$ cat src/hdl/fsr_defs.vh
// Constants for the flash primary status register block.
// Assumes a 40 MHz system clock; included by the design files only.
`ifndef FSR_DEFS_VH
`define FSR_DEFS_VH

// Instruction codes
`define FSR_OP_STAT_RD 8'h05
`define FSR_OP_STAT2_RD 8'h07
`define FSR_OP_REG_WR 8'h01
`define FSR_OP_WEN_SET 8'h06
`define FSR_OP_WEN_CLR 8'h04
`define FSR_OP_CLR_STAT 8'h30
`define FSR_OP_PP 8'h02
`define FSR_OP_OTPP 8'h42
`define FSR_OP_SE 8'hd8
`define FSR_OP_ALL_ERASE 8'h60
`define FSR_OP_ERASE_SUSP 8'h75
`define FSR_OP_PROG_SUSP 8'h85
`define FSR_OP_RESET 8'hf0

// Bit positions in primary_status
`define FSR_BIT_WDIS 7
`define FSR_BIT_PERR 6
`define FSR_BIT_EERR 5
`define FSR_BIT_BP_HI 4
`define FSR_BIT_BP_LO 2
`define FSR_BIT_WEN 1
`define FSR_BIT_BUSY 0

// Reset and shipped values
`define FSR_BP_VOL_RST 3'h7
`define FSR_BP_NV_SHIP 3'h0
`define FSR_WDIS_SHIP 1'h0

// Frame lengths in serial clock edges
`define FSR_CMD_BITS 6'h08
`define FSR_REGWR_BITS 6'h10
`define FSR_ADDR_BITS 6'h20

// Core operation kinds
`define FSR_KIND_PROG 2'h0
`define FSR_KIND_SERASE 2'h1
`define FSR_KIND_BERASE 2'h2

// Timing: register write duration
`define FSR_CLK_NS 25
`define FSR_REGWR_NS 1000
`define FSR_REGWR_CYC ((`FSR_REGWR_NS + `FSR_CLK_NS - 1) / `FSR_CLK_NS)

`endif

$ cat src/hdl/fsr_sync.v
// Two-flop synchroniser for a group of pin inputs.
// Assumes inputs are asynchronous to sys_clk; output is the second stage.
`timescale 1ns/1ps
module fsr_sync #(
  parameter W = 3,
  parameter [W-1:0] INIT = {W{1'b1}}
) (
  input wire sys_clk,
  input wire nrst,
  input wire [W-1:0] din,
  output wire [W-1:0] dout
);
  reg [W-1:0] stage_one;
  reg [W-1:0] stage_two;

  // First stage feeds only the second one
  genvar i;
  generate
    for (i = 0; i < W; i = i + 1) begin : g_bit
      always @(posedge sys_clk) begin
        if (!nrst) begin
          stage_one[i] <= INIT[i];
          stage_two[i] <= INIT[i];
        end else begin
          stage_one[i] <= din[i];
          stage_two[i] <= stage_one[i];
        end
      end
    end
  endgenerate

  assign dout = stage_two;
endmodule

$ cat src/hdl/fsr_status_reg.v
// Primary status register logic of a serial NOR flash, with its command
// decoder. Assumes an SPI mode 0 host on the pins and an array engine
// on the core_* ports that answers each start with one core_done pulse.
//
// Functional notes
// Volatile bits reset to defaults; non-volatile bits keep stored value (nrst reloads the shipped values instead).
// 05h returns the status byte; 30h clears the error flags.
// 01h writes the register, 06h sets and 04h clears write enable.
// Disable bit set with protect pin low makes register write ignored.
// Protect pin high or disable bit clear lets register write proceed.
// Program error flag sets on failure or on a protected target.
// Erase error flag sets on failure or protected sector erase.
// Whole-array erase meeting a protected sector leaves erase flag clear.
// Error flags are read only, cleared only by clear-status or reset.
// Protection bits volatile (default ones) or non-volatile by select.
// Any protection bit set refuses program and erase in its range.
// Whole-array erase runs only when all protection bits are zero.
// Register write, program and erase need the write-enable latch.
// Set and clear commands drive the latch; register write data never sets it.
// Successful program, register write or erase clears the latch.
// Host clears status then write enable after a failure.
// Write-enable latch is zero after any reset.
// Busy bit is one while any operation runs.
// While busy only status, suspend, clear-status and reset are taken.
// Suspends are taken only while that array operation runs.
// Flags update while busy; a set flag keeps busy until clear-status or reset.
`timescale 1ns/1ps
`include "fsr_defs.vh"
module fsr_status_reg #(
  parameter ADDR_W = 24,
  parameter REGWR_CYC = `FSR_REGWR_CYC
) (
  input wire sys_clk,
  input wire nrst,
  input wire spi_sck,
  input wire spi_cs_n,
  input wire spi_si,
  input wire wp_n,
  input wire protect_volatility_select,
  input wire target_protected,
  input wire core_done,
  input wire core_fail,
  input wire core_prot_hit,
  output reg spi_so,
  output reg spi_so_oe,
  output reg core_start,
  output reg [1:0] core_op,
  output reg [ADDR_W-1:0] core_addr,
  output reg core_erase_suspend,
  output reg core_program_suspend,
  output reg [2:0] block_protect
);
  // Engine states
  localparam [1:0] ST_IDLE = 2'b00;
  localparam [1:0] ST_REGWR = 2'b01;
  localparam [1:0] ST_CORE = 2'b10;
  localparam [1:0] ST_FAULT = 2'b11;

  // Commands that may still be taken while busy
  function busy_ok;
    input [7:0] op;
    begin
      busy_ok = (op == `FSR_OP_STAT_RD) || (op == `FSR_OP_STAT2_RD) ||
        (op == `FSR_OP_ERASE_SUSP) || (op == `FSR_OP_PROG_SUSP) ||
        (op == `FSR_OP_CLR_STAT) || (op == `FSR_OP_RESET);
    end
  endfunction

  // Commands that read a status byte back
  function is_read;
    input [7:0] op;
    begin
      is_read = (op == `FSR_OP_STAT_RD) || (op == `FSR_OP_STAT2_RD);
    end
  endfunction

  wire s_sck;
  wire s_cs_n;
  wire s_si;
  wire s_wp_n;
  reg sck_d;
  reg cs_d;
  reg [5:0] bit_cnt;
  reg [7:0] opcode;
  reg [31:0] shift;
  reg [7:0] regwr_data;
  reg [1:0] state;
  reg [1:0] kind;
  reg [15:0] regwr_cnt;
  reg wdis_nv;
  reg [2:0] bp_nv;
  reg [2:0] bp_vol;
  reg p_err;
  reg e_err;
  reg wen;
  wire [2:0] bp;
  wire busy;
  wire [7:0] status;
  wire sck_rise;
  wire sck_fall;
  wire cs_start;
  wire cs_end;
  wire [2:0] out_idx;

  // Pins cross into the system clock before any logic looks at them
  fsr_sync #(.W(4), .INIT(4'b1010)) u_sync (
    .sys_clk(sys_clk),
    .nrst(nrst),
    .din({wp_n, spi_sck, spi_cs_n, spi_si}),
    .dout({s_wp_n, s_sck, s_cs_n, s_si})
  );

  // Edge detection on the already synchronised copies
  always @(posedge sys_clk) begin
    if (!nrst) begin
      sck_d <= 1'b0;
      cs_d <= 1'b1;
    end else begin
      sck_d <= s_sck;
      cs_d <= s_cs_n;
    end
  end

  assign sck_rise = s_sck & ~sck_d & ~s_cs_n;
  assign sck_fall = ~s_sck & sck_d & ~s_cs_n;
  assign cs_start = ~s_cs_n & cs_d;
  assign cs_end = s_cs_n & ~cs_d;
  assign out_idx = 3'h7 - bit_cnt[2:0];

  // Visible protection bits follow the volatility select
  assign bp = protect_volatility_select ? bp_vol : bp_nv;
  assign busy = (state != ST_IDLE);
  assign status = {wdis_nv, p_err, e_err, bp, wen, busy};

  // Serial input: opcode, then address or register data
  always @(posedge sys_clk) begin
    if (!nrst) begin
      bit_cnt <= 6'h00;
      opcode <= 8'h00;
      shift <= 32'h0;
      regwr_data <= 8'h00;
      core_addr <= {ADDR_W{1'b0}};
    end else if (cs_start) begin
      bit_cnt <= 6'h00;
    end else if (sck_rise) begin
      // Counter saturates so long data phases never wrap
      if (bit_cnt != 6'h3f)
        bit_cnt <= bit_cnt + 6'h01;
      if (bit_cnt < `FSR_CMD_BITS)
        opcode <= {opcode[6:0], s_si};
      else
        shift <= {shift[30:0], s_si};
      if (bit_cnt == `FSR_REGWR_BITS - 6'h01)
        regwr_data <= {shift[6:0], s_si};
      // Address stays put while the engine runs with it
      if (bit_cnt == `FSR_ADDR_BITS - 6'h01 && !busy)
        core_addr <= {shift[ADDR_W-2:0], s_si};
    end
  end

  // Serial output of the status byte, repeated for seven bytes, then bit 0 while chip select holds
  always @(posedge sys_clk) begin
    if (!nrst) begin
      spi_so <= 1'b0;
      spi_so_oe <= 1'b0;
    end else if (s_cs_n) begin
      spi_so <= 1'b0;
      spi_so_oe <= 1'b0;
    end else if (sck_fall && bit_cnt >= `FSR_CMD_BITS &&
                 is_read(opcode)) begin
      spi_so_oe <= 1'b1;
      // The second status register is reserved and reads as zero
      if (opcode == `FSR_OP_STAT_RD)
        spi_so <= status[out_idx];
      else
        spi_so <= 1'b0;
    end
  end

  // Protection bits handed to the range decoder outside
  always @(posedge sys_clk) begin
    if (!nrst)
      block_protect <= 3'h0;
    else
      block_protect <= bp;
  end

  // Command execution at the end of a frame, and the busy engine
  always @(posedge sys_clk) begin
    if (!nrst) begin
      state <= ST_IDLE;
      kind <= `FSR_KIND_PROG;
      regwr_cnt <= 16'h0;
      wdis_nv <= `FSR_WDIS_SHIP;
      bp_nv <= `FSR_BP_NV_SHIP;
      bp_vol <= `FSR_BP_VOL_RST;
      p_err <= 1'b0;
      e_err <= 1'b0;
      wen <= 1'b0;
      core_start <= 1'b0;
      core_op <= `FSR_KIND_PROG;
      core_erase_suspend <= 1'b0;
      core_program_suspend <= 1'b0;
    end else begin
      core_start <= 1'b0;
      core_erase_suspend <= 1'b0;
      core_program_suspend <= 1'b0;

      // Frame decode; clears come first so a same-cycle set wins below
      if (cs_end && (!busy || busy_ok(opcode))) begin
        case (opcode)
          `FSR_OP_WEN_SET: begin
            if (bit_cnt == `FSR_CMD_BITS)
              wen <= 1'b1;
          end
          `FSR_OP_WEN_CLR: begin
            if (bit_cnt == `FSR_CMD_BITS)
              wen <= 1'b0;
          end
          `FSR_OP_CLR_STAT: begin
            if (bit_cnt == `FSR_CMD_BITS) begin
              p_err <= 1'b0;
              e_err <= 1'b0;
              if (state == ST_FAULT)
                state <= ST_IDLE;
            end
          end
          `FSR_OP_RESET: begin
            // Software reset restores volatile bits only
            if (bit_cnt == `FSR_CMD_BITS) begin
              p_err <= 1'b0;
              e_err <= 1'b0;
              wen <= 1'b0;
              bp_vol <= `FSR_BP_VOL_RST;
              state <= ST_IDLE;
            end
          end
          `FSR_OP_REG_WR: begin
            // Write-enable and the hardware lock both gate the write
            if (bit_cnt >= `FSR_REGWR_BITS && wen &&
                !(wdis_nv && !s_wp_n)) begin
              state <= ST_REGWR;
              regwr_cnt <= REGWR_CYC[15:0];
            end
          end
          `FSR_OP_PP, `FSR_OP_OTPP: begin
            if (bit_cnt >= `FSR_ADDR_BITS && wen) begin
              kind <= `FSR_KIND_PROG;
              if (target_protected) begin
                state <= ST_FAULT;
              end else begin
                state <= ST_CORE;
                core_start <= 1'b1;
                core_op <= `FSR_KIND_PROG;
              end
            end
          end
          `FSR_OP_SE: begin
            if (bit_cnt >= `FSR_ADDR_BITS && wen) begin
              kind <= `FSR_KIND_SERASE;
              if (target_protected) begin
                state <= ST_FAULT;
              end else begin
                state <= ST_CORE;
                core_start <= 1'b1;
                core_op <= `FSR_KIND_SERASE;
              end
            end
          end
          `FSR_OP_ALL_ERASE: begin
            // Silently dropped while any protection bit is set
            if (bit_cnt == `FSR_CMD_BITS && wen && bp == 3'h0) begin
              kind <= `FSR_KIND_BERASE;
              state <= ST_CORE;
              core_start <= 1'b1;
              core_op <= `FSR_KIND_BERASE;
            end
          end
          `FSR_OP_ERASE_SUSP: begin
            if (bit_cnt == `FSR_CMD_BITS && state == ST_CORE &&
                kind != `FSR_KIND_PROG)
              core_erase_suspend <= 1'b1;
          end
          `FSR_OP_PROG_SUSP: begin
            if (bit_cnt == `FSR_CMD_BITS && state == ST_CORE &&
                kind == `FSR_KIND_PROG)
              core_program_suspend <= 1'b1;
          end
          default: begin
          end
        endcase
      end

      // Refused protected targets raise the matching flag at once
      if (cs_end && !busy && wen && target_protected) begin
        if ((opcode == `FSR_OP_PP || opcode == `FSR_OP_OTPP) &&
            bit_cnt >= `FSR_ADDR_BITS)
          p_err <= 1'b1;
        if (opcode == `FSR_OP_SE && bit_cnt >= `FSR_ADDR_BITS)
          e_err <= 1'b1;
      end

      // Register write completes after its fixed duration
      if (state == ST_REGWR) begin
        if (regwr_cnt > 16'h1) begin
          regwr_cnt <= regwr_cnt - 16'h1;
        end else begin
          wdis_nv <= regwr_data[`FSR_BIT_WDIS];
          if (protect_volatility_select)
            bp_vol <= regwr_data[`FSR_BIT_BP_HI:`FSR_BIT_BP_LO];
          else
            bp_nv <= regwr_data[`FSR_BIT_BP_HI:`FSR_BIT_BP_LO];
          wen <= 1'b0;
          state <= ST_IDLE;
        end
      end

      // Array operation end: errors hold busy, success drops the latch
      if (state == ST_CORE && core_done) begin
        if (core_fail) begin
          state <= ST_FAULT;
          if (kind == `FSR_KIND_PROG)
            p_err <= 1'b1;
          else
            e_err <= 1'b1;
        end else if (core_prot_hit && kind != `FSR_KIND_BERASE) begin
          // Whole-array erase just skips protected sectors
          state <= ST_FAULT;
          if (kind == `FSR_KIND_PROG)
            p_err <= 1'b1;
          else
            e_err <= 1'b1;
        end else begin
          wen <= 1'b0;
          state <= ST_IDLE;
        end
      end
    end
  end
endmodule

$ cat config.mk
export PLATFORM = sky130hd
export DESIGN_NAME = fsr_status_reg
export DESIGN_NICKNAME = d
export VERILOG_FILES = /design/src/hdl/fsr_sync.v /design/src/hdl/fsr_status_reg.v
export VERILOG_INCLUDE_DIRS = /design/src /design/src/hdl
export SDC_FILE = /design/constraint.sdc
export NUM_CORES = 1
export LEC_CHECK = 0
export ABC_AREA = 1
export BUFFER_PORTS_ARGS = -buffer_cell sky130_fd_sc_hd__buf_2
export CAP_MARGIN = 25
export CORE_MARGIN = 5
export CORE_UTILIZATION = 36
export CTS_CLUSTER_SIZE = 8
export DETAILED_ROUTE_END_ITERATION = 7
export PLACE_DENSITY = 0.55
export SYNTH_ARGS = -nofsm -noshare
export SYNTH_HDL_FRONTEND = slang
export SYNTH_SLANG_ARGS = --single-unit
$ cat constraint.sdc
create_clock -name sys_clk -period 1.67 [get_ports sys_clk]
set_input_delay 0.334 -clock sys_clk [delete_from_list [all_inputs] [get_ports sys_clk]]
set_output_delay 0.334 -clock sys_clk [all_outputs]
set_load 0.05 [all_outputs]
==> summary.md <==
| Metric | Value |
|---|---|
| HP Class | `in2reg` |
| Root Buffer | `clkbuf_16` |
| Worst r2r src | `regwr_cnt[1]` |
| First-pass iteration count of the detailed router | `4` |
| Inserted Diodes | `0` |
| Die Y | `130 µm` |
| Sequential element share of the synthesized area | `0.447` |
| Gpl congestion | `0.873` |
| Nature of the critical path endpoint | `flop` |
| Max Clk Rate | `598 MHz` |
| Number of global-route vias before repair | `4,745` |
| Worst-path clk slew | `0.06 ns` |
| I/O Pins | `45` |
| Relative slew slack | `0.669` |
| Synth unique cells | `40` |
| Port bufs | `44` |
| Synth Net Count | `731` |
| Synth Area in XOR/XNOR | `0.00340` |
| Max FO, Critical Path | `4` |
| P_leak | `3.23 nW` |
| # fillers | `1,328` |
| Clock tree buffer depth | `2` |
| Clock Latency Late Sink | `0.41 ns` |
| Worst Max-Slew Pin Slew | `0.494 ns` |
| Slack of the critical path | `-0.00289 ns` |
| Die X-Extent | `130 µm` |
| ANT nets after route | `0` |
| Synth area leaders | `dfxtp_1 (45%), nor2_1 (9.3%), o21ai_0 (7.3%)` |
| Cells after Synth | `717` |
| Area occupied by multi-input gates | `2830 µm²` |
| Post-synthesis simple-gate area fraction | `0.260` |
| Growth of design area from synthesis to finish | `42.6%` |
| H-tree depth | `4` |
| Cell Pwr Density | `883 nW/µm²` |
| Status | `finished, violations left` |
| Yosys reg bits | `115` |
| Number of synthesized flops with an enable pin | `0` |
| Failing checks | `negative setup slack` |
| CTS Buf Count | `17` |
| Post-Synthesis Mean Instance Area | `7.18 µm²` |
| Final setup vio count | `1` |
| Slew Limit Fails | `0` |
| # nets final | `868` |
| Via count | `5,067` |
| Post-DP Area | `6080 µm²` |
| Total track usage | `0.169` |
| RR Endpoint | `regwr_cnt[13]` |
| Hold endpoint | `u_sync.stage_one[2]` |
| Final TNS setup | `-0.00289 ns` |
| CTS sink count | `115` |
| Final Core Density | `0.527` |
| FP Rows | `43` |
| First-pass GRT wire length | `22,700 µm` |
| CTS tree | `built` |
| Reg2reg setup slack | `-0.003 ns` |
| Main combinational cell family by area after synthesis | `simple AND/OR/NAND/NOR gates` |
| Core Region | `13,900 µm²` |
| Final min period | `1.67 ns` |
| Routed WL | `14,300 µm` |
| Pwr Total | `6.49 mW` |
| Synth warn | `0` |
| Mux contribution to synthesized area | `0` |
| Worst Hold Depth | `3` |
| Fraction of registers with async set/reset | `0` |
| Worst hold slack | `0.106 ns` |
| Synth Area in Compound Gates | `0.184` |
| Via/cell ratio | `4.84` |
| Worst hold path startpoint | `spi_sck` |
| WS Path Type | `reg2reg` |
| Pin count of the biggest net entering global routing | `76` |
| FF+latch area | `2350 µm²` |
| Most frequent cells in the layout | `nor2_1 (102), dfxtp_1 (97), buf_4 (83), inv_1 (79), nand2_1 (74)` |
| Final Skew | `0.0107 ns` |
| Die area | `16,800 µm²` |
| Yosys top cell area share | `0.447` |
| Post-synth top area cell | `dfxtp_1` |
| Final worst-path cycle share | `1.00` |
| Post-CTS Hold Fix Bufs | `0` |
| Crit path DAT | `1.98 ns` |
| Initial antenna violation count | `0` |
| Commonest non-fill, non-tap cell in the layout | `nor2_1` |
| Avg WL per Cell | `13.7 µm` |
| Top_reg_cell synth | `dfxtp_1` |
| Critical path launch point type | `flop` |
| DP HPWL | `9500 µm` |
| CP required | `1.97 ns` |
| Mapped cell area | `5150 µm²` |
| Initial core utilization | `0.370` |
| Worst r2r path cells | `10` |
| Max IR drop VDD | `0.611 mV` |
| Max-cap check violation count | `0` |
| Congestion Overflow GR | `0` |
| Design area | `7350 µm²` |
| Unrepaired setup endpoints after global routing | `yes` |
| Final Hold Viols | `0` |
| Post-Synth Adder-Cell Area | `0.00729` |
| DRC Markers | `0` |
| DR iter-0 viols | `319` |
| Ratio of cells with drive above 1 in the final layout | `0.352` |
[area by class of cell]
class | instances | share of cell area
inverters | 100 | 0.0531
flip-flops and latches | 115 | 0.320
clock buffers | 23 | 0.0664
well taps | 180 | 0.0307
clock inverters | 8 | 0.0138
multi-input cells | 483 | 0.385
repair buffers | 137 | 0.131
[cells by family (layout without fill, tap and decap cells)]
kind of cell	Yosys count	after routing
adders and majority gates	3	3
AOI/OAI and AO/OA	172	172
DFF	115	115
buffers and inverters	124	268
and+or+nand+nor	301	306
xor gates and xnor gates	2	2
[where the power goes]
| group | switching, mW | internal (mW) |
|---|---|---|
| clock network | 1.23 | 2.34 |
| logic | 0.110 | 0.0575 |
| registers | 0.00673 | 2.75 |
| total | 1.35 | 5.14 |
[sequential cells by signal (all words and copies together), names as in the netlist, 2 cells and up]
signal and count:
regwr_data 4, core_addr 24, u_sync.dout 4, u_sync.stage_one 4, bp_nv 3, core_op 2
state 2, bit_cnt 6, kind 2, opcode 8, regwr_cnt 16, shift 23
block_protect 3, bp_vol 3
[synth_stat cells (all sizes together), types with 2 or more instances]
cell type / n
a211oi: 11
a21boi: 3
a21oi: 63
and2: 2
buf: 9
clkbuf: 15
dfxtp: 115
ha: 3
inv: 100
nand2: 96
nand3: 30
nand4: 10
nor2: 135
nor3: 17
o211ai: 7
o21ai: 77
o21bai: 2
o22ai: 3
o31ai: 2
o32ai: 2
or2: 6
xor2: 2
[critical path, cell delays in order, from the launching register on]
cell and delay (ns):
dfxtp_2 0.32, inv_4 0.08, nand2_4 0.07, nor2_4 0.11, nand4_1 0.17, nor2_2 0.20, nand2_2 0.14, nor3_4 0.22
nand3_1 0.09, o211ai_1 0.09, nor2_1 0.06
[how the worst max path moves through the flow]
stage,endpoint,from,slack (ns)
detailed placement,regwr_cnt[1],opcode[7],-0.11
global placement,regwr_cnt[1],opcode[7],-0.14
CTS,regwr_cnt[1],opcode[4],-0.01
floorplan,bit_cnt[5],bit_cnt[1],0.06
finish,regwr_cnt[13],regwr_cnt[1],-0.003
global route,regwr_cnt[11],regwr_cnt[1],-0.14
[stage by stage]
stage                     instances  setup slack [ns]
after floorplan                 717            0.0636
after global placement          997            -0.143
after detailed placement        997            -0.114
after CTS                      1031           -0.0133
after global routing           1046            -0.140
final                          1046          -0.00289
[timing repair]
item,in CTS,in global routing
endpoints found under the setup margin,46,84
pin swaps,2,52
buffers inserted,1,13
resized for setup,23,162
cloned,2,3
[routing by layer]
metal  vias to the layer above  wire length [µm]  GRT usage
li1                       2628                 -          -
met1                      2335              6490      0.208
met2                        80              6920      0.279
met3                        24               552     0.0449
met4                         0               356     0.0727
met5                         -                 0          0
(Power assumes the default switching activity.)
